### src/core/cem_pkg.sv
// constants for the charger event interrupt mask bank
// assumes a byte-wide register port and one-cycle event pulses
`default_nettype none
package cem_pkg;
  // register offsets
  localparam logic [7:0] OFFS_CHG_MASK_TWO   = 8'h2A;
  localparam logic [7:0] OFFS_CHG_MASK_THREE = 8'h2B;
  localparam logic [7:0] OFFS_FLT_MASK_ZERO  = 8'h2C;
  localparam logic [7:0] OFFS_FLT_MASK_ONE   = 8'h2D;
  localparam int         NUM_REGS            = 4;

  // value after reset of every mask register
  localparam logic [7:0] MASK_RESET_VAL = 8'h00;
  // answer to a read of an unmapped offset
  localparam logic [7:0] UNMAPPED_RDATA = 8'h00;

  // writable bits per register, index 0 is offset 0x2a
  localparam logic [NUM_REGS-1:0][7:0] WR_BITS = {8'hFC, 8'hFF, 8'h1F, 8'h7F};
  // bits whose events reach the interrupt (reserved bits carry no event)
  localparam logic [NUM_REGS-1:0][7:0] EVT_BITS = {8'hF4, 8'hFF, 8'h1F, 8'h7F};
  // registers also cleared on watchdog expiry
  localparam logic [NUM_REGS-1:0]      WD_CLEARS = 4'h2;

  // field positions, charger mask two
  localparam int DATALINE_DETECT_DONE_BIT = 6;
  localparam int CONV_DONE_BIT            = 5;
  localparam int MIN_SYSTEM_REG_BIT       = 4;
  localparam int FAST_CHARGE_TIMER_BIT    = 3;
  localparam int TRICKLE_TIMER_BIT        = 2;
  localparam int PRECHARGE_TIMER_BIT      = 1;
  localparam int TOPOFF_TIMER_BIT         = 0;
  // charger mask three
  localparam int BATTERY_LOW_FOR_OTG_BIT  = 4;
  localparam int THERMISTOR_COLD_BIT      = 3;
  localparam int THERMISTOR_COOL_BIT      = 2;
  localparam int THERMISTOR_WARM_BIT      = 1;
  localparam int THERMISTOR_HOT_BIT       = 0;
  // fault mask zero
  localparam int BATTERY_CURRENT_REG_BIT  = 7;
  localparam int INPUT_BUS_OVERVOLT_BIT   = 6;
  localparam int BATTERY_OVERVOLT_BIT     = 5;
  localparam int INPUT_OVERCURRENT_BIT    = 4;
  localparam int BATTERY_OVERCURRENT_BIT  = 3;
  localparam int CONVERTER_OVERCURR_BIT   = 2;
  localparam int SECOND_INPUT_OVP_BIT     = 1;
  localparam int FIRST_INPUT_OVP_BIT      = 0;
  // fault mask one
  localparam int SYSTEM_SHORT_BIT         = 7;
  localparam int SYSTEM_OVERVOLT_BIT      = 6;
  localparam int OTG_OUTPUT_OVERVOLT_BIT  = 5;
  localparam int OTG_OUTPUT_UNDERVOLT_BIT = 4;
  localparam int THERMAL_SHUTDOWN_BIT     = 2;
endpackage : cem_pkg
`default_nettype wire

### src/core/cem_mask_reg.sv
// one byte-wide mask register with selectable writable bits
// assumes write, reset command and watchdog strobes are one-cycle pulses
`default_nettype none
module cem_mask_reg #(
  parameter logic [7:0] WR_BITS  = 8'hFF,
  parameter bit         WD_CLEAR = 1'b0
) (
  // clock and reset
  input  wire logic       i_sys_clk,
  input  wire logic       i_rst_n,
  // control
  input  wire logic       i_wr_en,
  input  wire logic [7:0] i_wdata,
  input  wire logic       i_reg_reset,
  input  wire logic       i_watchdog,
  // mask value
  output logic      [7:0] o_mask
);
  logic [7:0] mask_r;
  logic [7:0] mask_nxt;
  logic       clear_now;

  // reset command beats a write in the same cycle
  assign clear_now = i_reg_reset | (WD_CLEAR & i_watchdog);
  assign mask_nxt  = clear_now ? cem_pkg::MASK_RESET_VAL
                   : i_wr_en   ? (i_wdata & WR_BITS)
                   : mask_r;

  // register, reserved bits never leave zero
  always_ff @(posedge i_sys_clk or negedge i_rst_n) begin
    if (!i_rst_n) begin
      mask_r <= cem_pkg::MASK_RESET_VAL;
    end else begin
      mask_r <= mask_nxt;
    end
  end

  assign o_mask = mask_r;
endmodule : cem_mask_reg
`default_nettype wire

### src/core/cem_interrupt_masks.sv
// charger event interrupt mask bank: four mask registers gating event
// pulses onto a one-cycle interrupt pulse
// assumes event inputs are one-cycle pulses synchronous to i_sys_clk and
// that the serial register front end presents byte reads and writes
`default_nettype none
module cem_interrupt_masks (
  // clock and reset
  input  wire logic       i_sys_clk,
  input  wire logic       i_rst_n,
  // register port
  input  wire logic       i_reg_wr,
  input  wire logic       i_reg_rd,
  input  wire logic [7:0] i_reg_addr,
  input  wire logic [7:0] i_reg_wdata,
  output logic      [7:0] o_reg_rdata,
  output logic            o_reg_rvalid,
  // reset sources
  input  wire logic       i_reg_reset_cmd,
  input  wire logic       i_watchdog_expire,
  // converter mode
  input  wire logic       i_conv_single_shot,
  // event pulses, bit layout equals the mask register layout
  input  wire logic [7:0] i_charger_events_two,
  input  wire logic [7:0] i_charger_events_three,
  input  wire logic [7:0] i_fault_events_zero,
  input  wire logic [7:0] i_fault_events_one,
  // event pulses passed on unmasked, for the flag logic
  output logic [7:0]      o_charger_flags_two,
  output logic [7:0]      o_charger_flags_three,
  output logic [7:0]      o_fault_flags_zero,
  output logic [7:0]      o_fault_flags_one,
  // interrupt to the host
  output logic            o_int_pulse
);
  localparam int NR = cem_pkg::NUM_REGS;

  // offset decode, also used for the read mux
  function automatic logic [NR-1:0] decode_offset(input logic [7:0] addr);
    logic [NR-1:0] sel;
    sel = '0;
    sel[0] = (addr == cem_pkg::OFFS_CHG_MASK_TWO);
    sel[1] = (addr == cem_pkg::OFFS_CHG_MASK_THREE);
    sel[2] = (addr == cem_pkg::OFFS_FLT_MASK_ZERO);
    sel[3] = (addr == cem_pkg::OFFS_FLT_MASK_ONE);
    return sel;
  endfunction : decode_offset

  logic [NR-1:0]      wr_sel;
  logic [NR-1:0]      rd_sel;
  logic [NR-1:0][7:0] mask_val;
  logic [NR-1:0][7:0] events;
  logic [NR-1:0][7:0] passed;
  logic [NR-1:0][7:0] rd_terms;
  logic [7:0]         rd_data;
  logic               any_passed;
  logic [7:0]         rdata_r;
  logic               rvalid_r;
  logic               int_r;
  logic [NR-1:0][7:0] flags_r;

  // select decode
  assign wr_sel = i_reg_wr ? decode_offset(i_reg_addr) : '0;
  assign rd_sel = decode_offset(i_reg_addr);

  // conversion done only counts while the converter runs single-shot
  assign events[0] = i_charger_events_two &
                     ~(8'h01 << cem_pkg::CONV_DONE_BIT) |
                     ({7'h00, i_conv_single_shot & i_charger_events_two[cem_pkg::CONV_DONE_BIT]}
                      << cem_pkg::CONV_DONE_BIT);
  assign events[1] = i_charger_events_three;
  assign events[2] = i_fault_events_zero;
  assign events[3] = i_fault_events_one;

  // one register and one gate row per mask byte
  genvar gi;
  generate
    for (gi = 0; gi < NR; gi++) begin : g_bank
      cem_mask_reg #(
        .WR_BITS  (cem_pkg::WR_BITS[gi]),
        .WD_CLEAR (cem_pkg::WD_CLEARS[gi])
      ) u_mask (
        .i_sys_clk   (i_sys_clk),
        .i_rst_n     (i_rst_n),
        .i_wr_en     (wr_sel[gi]),
        .i_wdata     (i_reg_wdata),
        .i_reg_reset (i_reg_reset_cmd),
        .i_watchdog  (i_watchdog_expire),
        .o_mask      (mask_val[gi])
      );
      assign rd_terms[gi] = rd_sel[gi] ? mask_val[gi] : 8'h00;
    end
  endgenerate

  // named mask fields, charger mask two
  logic dataline_detect_done_mask;
  logic conv_done_mask;
  logic min_system_reg_mask;
  logic fast_charge_timer_mask;
  logic trickle_timer_mask;
  logic precharge_timer_mask;
  logic topoff_timer_mask;
  // charger mask three
  logic battery_low_for_otg_mask;
  logic thermistor_cold_mask;
  logic thermistor_cool_mask;
  logic thermistor_warm_mask;
  logic thermistor_hot_mask;
  // fault mask zero
  logic battery_current_reg_mask;
  logic input_bus_overvoltage_mask;
  logic battery_overvoltage_mask;
  logic input_overcurrent_mask;
  logic battery_overcurrent_mask;
  logic converter_overcurrent_mask;
  logic second_input_overvoltage_mask;
  logic first_input_overvoltage_mask;
  // fault mask one
  logic system_short_mask;
  logic system_overvoltage_mask;
  logic otg_output_overvoltage_mask;
  logic otg_output_undervoltage_mask;
  logic thermal_shutdown_mask;

  // field taps of charger mask two, a one blocks that event only
  assign dataline_detect_done_mask = mask_val[0][cem_pkg::DATALINE_DETECT_DONE_BIT];
  assign conv_done_mask = mask_val[0][cem_pkg::CONV_DONE_BIT];
  assign min_system_reg_mask = mask_val[0][cem_pkg::MIN_SYSTEM_REG_BIT];
  assign fast_charge_timer_mask = mask_val[0][cem_pkg::FAST_CHARGE_TIMER_BIT];
  assign trickle_timer_mask = mask_val[0][cem_pkg::TRICKLE_TIMER_BIT];
  assign precharge_timer_mask = mask_val[0][cem_pkg::PRECHARGE_TIMER_BIT];
  assign topoff_timer_mask = mask_val[0][cem_pkg::TOPOFF_TIMER_BIT];
  // charger mask three, the only byte the watchdog also clears
  assign battery_low_for_otg_mask = mask_val[1][cem_pkg::BATTERY_LOW_FOR_OTG_BIT];
  assign thermistor_cold_mask = mask_val[1][cem_pkg::THERMISTOR_COLD_BIT];
  assign thermistor_cool_mask = mask_val[1][cem_pkg::THERMISTOR_COOL_BIT];
  assign thermistor_warm_mask = mask_val[1][cem_pkg::THERMISTOR_WARM_BIT];
  assign thermistor_hot_mask = mask_val[1][cem_pkg::THERMISTOR_HOT_BIT];
  // fault mask zero
  assign battery_current_reg_mask = mask_val[2][cem_pkg::BATTERY_CURRENT_REG_BIT];
  assign input_bus_overvoltage_mask = mask_val[2][cem_pkg::INPUT_BUS_OVERVOLT_BIT];
  assign battery_overvoltage_mask = mask_val[2][cem_pkg::BATTERY_OVERVOLT_BIT];
  assign input_overcurrent_mask = mask_val[2][cem_pkg::INPUT_OVERCURRENT_BIT];
  assign battery_overcurrent_mask = mask_val[2][cem_pkg::BATTERY_OVERCURRENT_BIT];
  assign converter_overcurrent_mask = mask_val[2][cem_pkg::CONVERTER_OVERCURR_BIT];
  assign second_input_overvoltage_mask = mask_val[2][cem_pkg::SECOND_INPUT_OVP_BIT];
  assign first_input_overvoltage_mask = mask_val[2][cem_pkg::FIRST_INPUT_OVP_BIT];
  // fault mask one, bit 3 is storage only and gates nothing
  assign system_short_mask = mask_val[3][cem_pkg::SYSTEM_SHORT_BIT];
  assign system_overvoltage_mask = mask_val[3][cem_pkg::SYSTEM_OVERVOLT_BIT];
  assign otg_output_overvoltage_mask = mask_val[3][cem_pkg::OTG_OUTPUT_OVERVOLT_BIT];
  assign otg_output_undervoltage_mask = mask_val[3][cem_pkg::OTG_OUTPUT_UNDERVOLT_BIT];
  assign thermal_shutdown_mask = mask_val[3][cem_pkg::THERMAL_SHUTDOWN_BIT];

  // gate rows, reserved positions carry no event whatever the pins say
  assign passed[0] = events[0] & {1'b0, ~dataline_detect_done_mask, ~conv_done_mask,
                                  ~min_system_reg_mask, ~fast_charge_timer_mask,
                                  ~trickle_timer_mask, ~precharge_timer_mask,
                                  ~topoff_timer_mask};
  assign passed[1] = events[1] & {3'b000, ~battery_low_for_otg_mask, ~thermistor_cold_mask,
                                  ~thermistor_cool_mask, ~thermistor_warm_mask,
                                  ~thermistor_hot_mask};
  assign passed[2] = events[2] & ~{battery_current_reg_mask, input_bus_overvoltage_mask,
                                   battery_overvoltage_mask, input_overcurrent_mask,
                                   battery_overcurrent_mask, converter_overcurrent_mask,
                                   second_input_overvoltage_mask,
                                   first_input_overvoltage_mask};
  assign passed[3] = events[3] & {~system_short_mask, ~system_overvoltage_mask,
                                  ~otg_output_overvoltage_mask, ~otg_output_undervoltage_mask,
                                  1'b0, ~thermal_shutdown_mask, 2'b00};

  // read mux, unmapped offsets answer with zero
  assign rd_data    = (|rd_sel) ? (rd_terms[0] | rd_terms[1] | rd_terms[2] | rd_terms[3])
                                : cem_pkg::UNMAPPED_RDATA;
  assign any_passed = |passed;

  // read answer lands one cycle after the strobe
  always_ff @(posedge i_sys_clk or negedge i_rst_n) begin
    if (!i_rst_n) begin
      rdata_r  <= 8'h00;
      rvalid_r <= 1'b0;
    end else begin
      rdata_r  <= i_reg_rd ? rd_data : rdata_r;
      rvalid_r <= i_reg_rd;
    end
  end

  // interrupt pulse, one cycle per cycle with an unmasked event
  always_ff @(posedge i_sys_clk or negedge i_rst_n) begin
    if (!i_rst_n) begin
      int_r <= 1'b0;
    end else begin
      int_r <= any_passed;
    end
  end

  // flags see raw events so masking never hides a status change
  always_ff @(posedge i_sys_clk or negedge i_rst_n) begin
    if (!i_rst_n) begin
      flags_r <= '0;
    end else begin
      flags_r <= {i_fault_events_one, i_fault_events_zero,
                  i_charger_events_three, i_charger_events_two};
    end
  end

  assign o_reg_rdata           = rdata_r;
  assign o_reg_rvalid          = rvalid_r;
  assign o_int_pulse           = int_r;
  assign o_charger_flags_two   = flags_r[0];
  assign o_charger_flags_three = flags_r[1];
  assign o_fault_flags_zero    = flags_r[2];
  assign o_fault_flags_one     = flags_r[3];
endmodule : cem_interrupt_masks
`default_nettype wire

### config.mk
export PLATFORM = sky130hd
export DESIGN_NAME = cem_interrupt_masks
export DESIGN_NICKNAME = d
export VERILOG_FILES = /design/src/core/cem_pkg.sv /design/src/core/cem_mask_reg.sv /design/src/core/cem_interrupt_masks.sv
export SDC_FILE = /design/constraint.sdc
export NUM_CORES = 1
export LEC_CHECK = 0
export BUFFER_PORTS_ARGS = -buffer_cell sky130_fd_sc_hd__buf_2
export CAP_MARGIN = 10
export CORE_ASPECT_RATIO = 1.4
export CORE_MARGIN = 2
export CORE_UTILIZATION = 35
export DETAILED_ROUTE_END_ITERATION = 10
export PLACE_DENSITY = 0.59
export SLEW_MARGIN = 20
export SYNTH_ARGS = -nofsm -noshare
export SYNTH_HDL_FRONTEND = slang
export SYNTH_SLANG_ARGS = --single-unit
### constraint.sdc
create_clock -name i_sys_clk -period 1.6 [get_ports i_sys_clk]
set_clock_uncertainty 0.15 [all_clocks]
set_input_delay 0.32 -clock i_sys_clk [delete_from_list [all_inputs] [get_ports i_sys_clk]]
set_output_delay 0.32 -clock i_sys_clk [all_outputs]
set_load 0.1 [all_outputs]
==> results.sh, run 1 <==
export IMPL_status="finished clean"
export IMPL_tightestPinTransition_ps=492
export IMPL_ys_async_sr_fraction_pct=100
export IMPL_synthCells=214
export IMPL_p_leak_nw=1.97
export IMPL_p_total_mw=4.00
export IMPL_max_stage_delay_ps=590
export IMPL_io_pins=97
export IMPL_drc=0
export IMPL_irDropWorstVdd_mv=0.568
export IMPL_p_int_mw=2.86
export IMPL_final_antenna_net_count=0
export IMPL_core_area_mm2=0.00741
export IMPL_comb_power_share_pct=16.6
export IMPL_overflow=0
export IMPL_dp_hpwl_mm=5.04
export IMPL_globalplace_congestion=0.794
export IMPL_cp_start_kind="input port"
export IMPL_synth_top_cell_area_share_pct=63.1
export IMPL_yosys_top_cells_area="dfrtp_1 (63%), mux2i_1 (12%), inv_1 (3.8%)"
export IMPL_ys_warn_count=0
export IMPL_num_antenna_cells=0
export IMPL_cp_end_kind="register"
export IMPL_hold_ws_ps=36.9
export IMPL_synth_ff_type="dfrtp_1"
export IMPL_syn_to_final_growth_pct=51.2
export IMPL_grtUsageTotal_pct=18.4
export IMPL_synth_edf_count=0
export IMPL_insertion_delay_ps=350
export IMPL_drt_wl_total_mm=7.07
export IMPL_finalSetupViolCount=0
export IMPL_hold_violations=0
export IMPL_switchingPower_mw=1.13
export IMPL_sw_frac_of_total_pct=28.4
export IMPL_critPathSlowestCell="or4b_4"
export IMPL_crit_arrival_ps=1660
export IMPL_crit_fanout=7
export IMPL_slew_limit_headroom_pct=67.4
export IMPL_period_share_pct=98.4
export IMPL_clockPowerShare_pct=39.1
export IMPL_p_seq_share_pct=44.3
export IMPL_path_delay_family="simple AND/OR/NAND/NOR gates"
export IMPL_grt_antenna_before_repair=0
export IMPL_syn_area_mm2=0.00270
export IMPL_ctsHtreeMaxLevel=3
export IMPL_start_util_pct=36.4
export IMPL_ys_seq_area_share_pct=63.1
export IMPL_ys_ff_latch=68
export IMPL_die_area_mm2=0.00843
export IMPL_viasPerCell=4.60
export IMPL_drv_cap=0
export IMPL_layout_min_cycle_time_ps=1570
export IMPL_grt_pass1_wl_mm=11.6
export IMPL_clockBufferDepth=2
export IMPL_cts_root_buf="clkbuf_8"
export IMPL_nets=424
export IMPL_r2r_end="o_int_pulse"
export IMPL_clk_pin_slew_ps=70
export IMPL_r2r_cells=5
export IMPL_fill_cells=660
export IMPL_ys_types=29
export IMPL_synth_top_cell_by_area="dfrtp_1"
export IMPL_rows=37
export IMPL_wl_per_cell_um=15.0
export IMPL_drtIter0Drc=100
export IMPL_synth_nets=269
export IMPL_min_from="i_reg_rd"
export IMPL_dr_pass1_iters=4
export IMPL_clock_sinks=68
export IMPL_min_path_type="input port to register"
export IMPL_path_buf_inv=2
export IMPL_die_y_um=108
export IMPL_slew_violations=0
export IMPL_vias=2168
export IMPL_mostFrequentLayoutCells="buf_2 (75), dfrtp_1 (68), mux2i_1 (33), dlygate4sd3_1 (33)"
export IMPL_required_ps=1680
export IMPL_layout_commonest_cell="buf_2"
export IMPL_drive_gt1_share_pct=36.4
export IMPL_die_w_um=78.2
export IMPL_cts_tree="built"
export IMPL_min_to="o_reg_rvalid"
export IMPL_powerDensity_mw_per_mm2=980
export IMPL_min_path_cells=1
export IMPL_regToRegStartpoint="g_bank[3].u_mask.o_mask[4]"
export IMPL_worstSetupPathType="input port to register"
export IMPL_post_route_util_pct=55.1
export IMPL_avgSynthCellArea_um2=12.6
export IMPL_ff2ff_setup_slack_ps=80
export IMPL_port_buffers=96
export IMPL_rsz0062_at_grt="true"
export IMPL_max_clock_freq_mhz=635
export IMPL_numCtsBuffers=9
export IMPL_grt_pass1_vias=2311
export IMPL_grt_max_degree=69
export IMPL_worstPathCellList="buf_6, or4b_4, nor4_4, buf_12, mux2i_1, nor2_1"
[synthesized netlist by cell type (2+ instances only)]
master and instances:
nor4_1 2, a22oi_1 4, nor2b_1 2, nand4_1 2, inv_1 27, o2111ai_1 2
nor4_4 3, o22ai_1 14, nor2_1 27, dfrtp_1 68, o22a_1 3, nand2b_1 7
dlygate4sd1_1 2, a22o_1 4, mux2i_1 33
[power groups by stage]
stage	combinational, mW	sequential, mW	clock [mW]
floorplan	0.0694	2.12	0
global placement	0.588	1.80	0
detailed placement	0.593	1.80	0
CTS	0.656	1.77	1.59
global route	0.699	1.78	1.67
finish	0.663	1.77	1.56
[per-stage QoR]
stage	cell area, µm²	setup TNS [ps]	worst slack (ps)	cells
final	4080	0	25.5	471
after global routing	4080	-65.3	-21.0	471
after CTS	4010	0	1.51	470
after detailed placement	3450	-9310	-454	421
after global placement	3450	-8560	-423	421
after floorplan	2700	-7280	-433	214
[cell families (layout without fill, tap and decap cells)]
logic type      count (synthesis)  in the layout  synth area share [%]
simple gates                   51             51                  11.6
compound gates                 30             30                  8.21
buf+inv                        32            192                  4.87
mux                            33             33                  12.3
flops                          68             68                  63.1
[flip-flops by register name, indices dropped and copies added, names as in the netlist]
| signal | count |
|---|---|
| o_fault_flags_zero | 8 |
| g_bank.u_mask.o_mask | 26 |
| o_int_pulse | 1 |
| o_charger_flags_two | 8 |
| o_reg_rdata | 8 |
| o_fault_flags_one | 8 |
| o_charger_flags_three | 8 |
| o_reg_rvalid | 1 |
[final cells by class]
class / instances / area (µm²) / area share [%]
sequential: 68 / 1700 / 41.7
timing repair buffer: 149 / 1070 / 26.1
clock inverter: 4 / 72.6 / 1.78
clock buffer: 12 / 145 / 3.56
multi-input combinational: 114 / 870 / 21.3
inverter: 27 / 101 / 2.49
tap: 97 / 121 / 2.98
[repair_timing]
action,CTS,global route
setup buffers,0,1
endpoints found under the hold margin,100,0
endpoints found under the setup margin,23,30
gates cloned,0,0
pin swaps,4,1
hold buffers,33,0
gates resized for setup,5,18
[routing by layer]
layer  wire length, µm  vias to the layer above  GRT usage, %
li1                  -                     1055             -
met5                 0                        -             0
met4               115                        0          8.90
met2              3740                       49          31.5
met1              2940                     1055          22.0
met3               280                        9          3.52
[worst max path at each step]
| stage | from | to | slack, ps | cells after the start |
|---|---|---|---|---|
| 2_1_floorplan | i_reg_addr[4] | g_bank[2].u_mask.o_mask[0] | -430 | 4 |
| 3_3_place_gp | i_reg_addr[4] | g_bank[2].u_mask.o_mask[1] | -420 | 6 |
| 3_5_place_dp | i_reg_addr[4] | g_bank[2].u_mask.o_mask[0] | -450 | 6 |
| 4_1_cts | o_reg_rdata[5] | o_reg_rdata[5] | 2 | 1 |
| 5_1_grt | i_reg_addr[6] | g_bank[0].u_mask.o_mask[0] | -20 | 6 |
| 6_report | i_reg_addr[6] | g_bank[0].u_mask.o_mask[0] | 30 | 6 |
No activity file was read; power rests on OpenSTA's default activity.
==> run 2: changes to the inputs <==
CORE_MARGIN = 8   (was 2)
SETUP_SLACK_MARGIN = 0.4   (was default)
==> results.sh, run 2 (synthesized netlist as in run 1, its figures left out) <==
export IMPL_status="finished clean"
export IMPL_required_ps=1670
export IMPL_worstSetupPathType="input port to register"
export IMPL_grt_pass1_vias=2505
export IMPL_crit_arrival_ps=1660
export IMPL_drive_gt1_share_pct=51.6
export IMPL_max_clock_freq_mhz=630
export IMPL_die_area_mm2=0.0108
export IMPL_hold_ws_ps=77.0
export IMPL_drt_wl_total_mm=8.24
export IMPL_dp_hpwl_mm=5.57
export IMPL_vias=2235
export IMPL_layout_commonest_cell="buf_2"
export IMPL_dr_pass1_iters=4
export IMPL_io_pins=97
export IMPL_wl_per_cell_um=17.1
export IMPL_slew_violations=0
export IMPL_grt_pass1_wl_mm=12.7
export IMPL_clk_pin_slew_ps=70
export IMPL_rows=38
export IMPL_drv_cap=0
export IMPL_r2r_cells=5
export IMPL_routed_top_layer="met4"
export IMPL_ff2ff_setup_slack_ps=190
export IMPL_min_path_type="input port to register"
export IMPL_cts_root_buf="clkbuf_8"
export IMPL_rsz0062_at_grt="true"
export IMPL_syn_to_final_growth_pct=80.0
export IMPL_overflow=0
export IMPL_post_route_util_pct=63.8
export IMPL_hold_violations=0
export IMPL_largest_register_ffs=26
export IMPL_p_leak_nw=2.19
export IMPL_tightestPinTransition_ps=369
export IMPL_regToRegStartpoint="g_bank[3].u_mask.o_mask[4]"
export IMPL_min_to="o_reg_rvalid"
export IMPL_finalSetupViolCount=0
export IMPL_globalplace_congestion=0.768
export IMPL_clock_sinks=68
export IMPL_grt_antenna_before_repair=0
export IMPL_wl_met1_mm=3.00
export IMPL_drtIter0Drc=98
export IMPL_start_util_pct=35.4
export IMPL_layout_min_cycle_time_ps=1590
export IMPL_r2r_end="o_int_pulse"
export IMPL_grtUsageTotal_pct=15.3
export IMPL_crit_fanout=3
export IMPL_die_w_um=90.2
export IMPL_irDropWorstVdd_mv=0.507
export IMPL_slew_limit_headroom_pct=75.4
export IMPL_cp_start_kind="input port"
export IMPL_viasPerCell=4.64
export IMPL_nets=432
export IMPL_ctsHtreeMaxLevel=3
export IMPL_period_share_pct=99.2
export IMPL_grt_max_degree=69
export IMPL_worstPathCellList="buf_6, or4b_4, nor4_4, buf_4, mux2i_1, nor2_1"
export IMPL_core_area_mm2=0.00761
export IMPL_cts_tree="built"
export IMPL_insertion_delay_ps=340
export IMPL_drc=0
export IMPL_num_antenna_cells=0
export IMPL_wl_met3_um=273
export IMPL_die_y_um=120
export IMPL_path_buf_inv=2
export IMPL_final_antenna_net_count=0
export IMPL_critPathSlowestCell="or4b_4"
export IMPL_min_from="i_reg_rd"
export IMPL_p_total_mw=3.93
export IMPL_min_path_cells=1
export IMPL_wl_met2_mm=4.84
export IMPL_mostFrequentLayoutCells="buf_2 (52), buf_12 (44), dfrtp_2 (42), dlygate4sd3_1 (33), mux2i_1 (32)"
export IMPL_powerDensity_mw_per_mm2=809
export IMPL_path_delay_family="simple AND/OR/NAND/NOR gates"
export IMPL_cp_end_kind="register"
export IMPL_clockBufferDepth=2
export IMPL_numCtsBuffers=9
export IMPL_max_stage_delay_ps=590
export IMPL_port_buffers=96
## run 2: changes by cell type in the layout (fill, tap and decap cells not counted), moves of 5 or more
cell,delta
buf_12,+41
o22ai_2,+5
buf_2,-23
dfrtp_1,-42
buf_6,+6
clkbuf_4,-15
o22ai_1,-5
dfrtp_2,+42
## run 2: cell type report
class                           instances  area (µm²)
Tap cell                              100         125
Timing Repair Buffer                  157        1720
Sequential cell                        68        1750
Fill cell                             575        2750
Multi-Input combinational cell        114         973
Clock buffer                           15         176
Inverter                               27         101
Clock inverter                          1        5.00
## run 2: timing repair
action / 4_1_cts / 5_1_grt
pin swaps: 13 / 9
resized for setup: 101 / 82
hold buffers: 33 / 0
gates cloned: 0 / 0
hold endpoints to repair: 100 / 0
setup endpoints to repair: 73 / 77
setup buffers: 5 / 4
## run 2: worst max path at each step
stage	depth (start not counted)	startpoint	endpoint	slack, ps
after floorplan	4	i_reg_addr[4]	g_bank[2].u_mask.o_mask[0]	-430
after global placement	6	i_reg_addr[4]	g_bank[2].u_mask.o_mask[6]	-430
after detailed placement	6	i_reg_addr[4]	g_bank[2].u_mask.o_mask[1]	-460
after CTS	6	i_reg_addr[7]	g_bank[2].u_mask.o_mask[4]	20
after global routing	6	i_reg_addr[7]	g_bank[2].u_mask.o_mask[2]	-50
final	6	i_reg_addr[7]	g_bank[2].u_mask.o_mask[4]	10
## run 2: report_power, final
| group | switching (mW) | total [mW] | internal, mW |
|---|---|---|---|
| registers | 0.0385 | 1.81 | 1.77 |
| logic | 0.497 | 0.825 | 0.328 |
| clock network | 0.603 | 1.29 | 0.690 |
| total | 1.14 | 3.93 | 2.79 |
## run 2: metrics by stage
| stage | area, µm² | setup slack, ps | std cells | setup TNS, ps |
|---|---|---|---|---|
| 6_report | 4850 | 13.2 | 482 | 0 |
| 3_5_place_dp | 3540 | -464 | 424 | -8740 |
| 3_3_place_gp | 3540 | -426 | 424 | -8210 |
| 4_1_cts | 4440 | 18.4 | 478 | 0 |
| 2_1_floorplan | 2790 | -433 | 214 | -7280 |
| 5_1_grt | 4850 | -45.0 | 482 | -169 |
## run 2: metal layers
layer	up-vias	global-route usage [%]
met5	-	0
met4	0	7.73
met3	10	3.19
met2	51	28.7
met1	1108	15.6
li1	1066	-
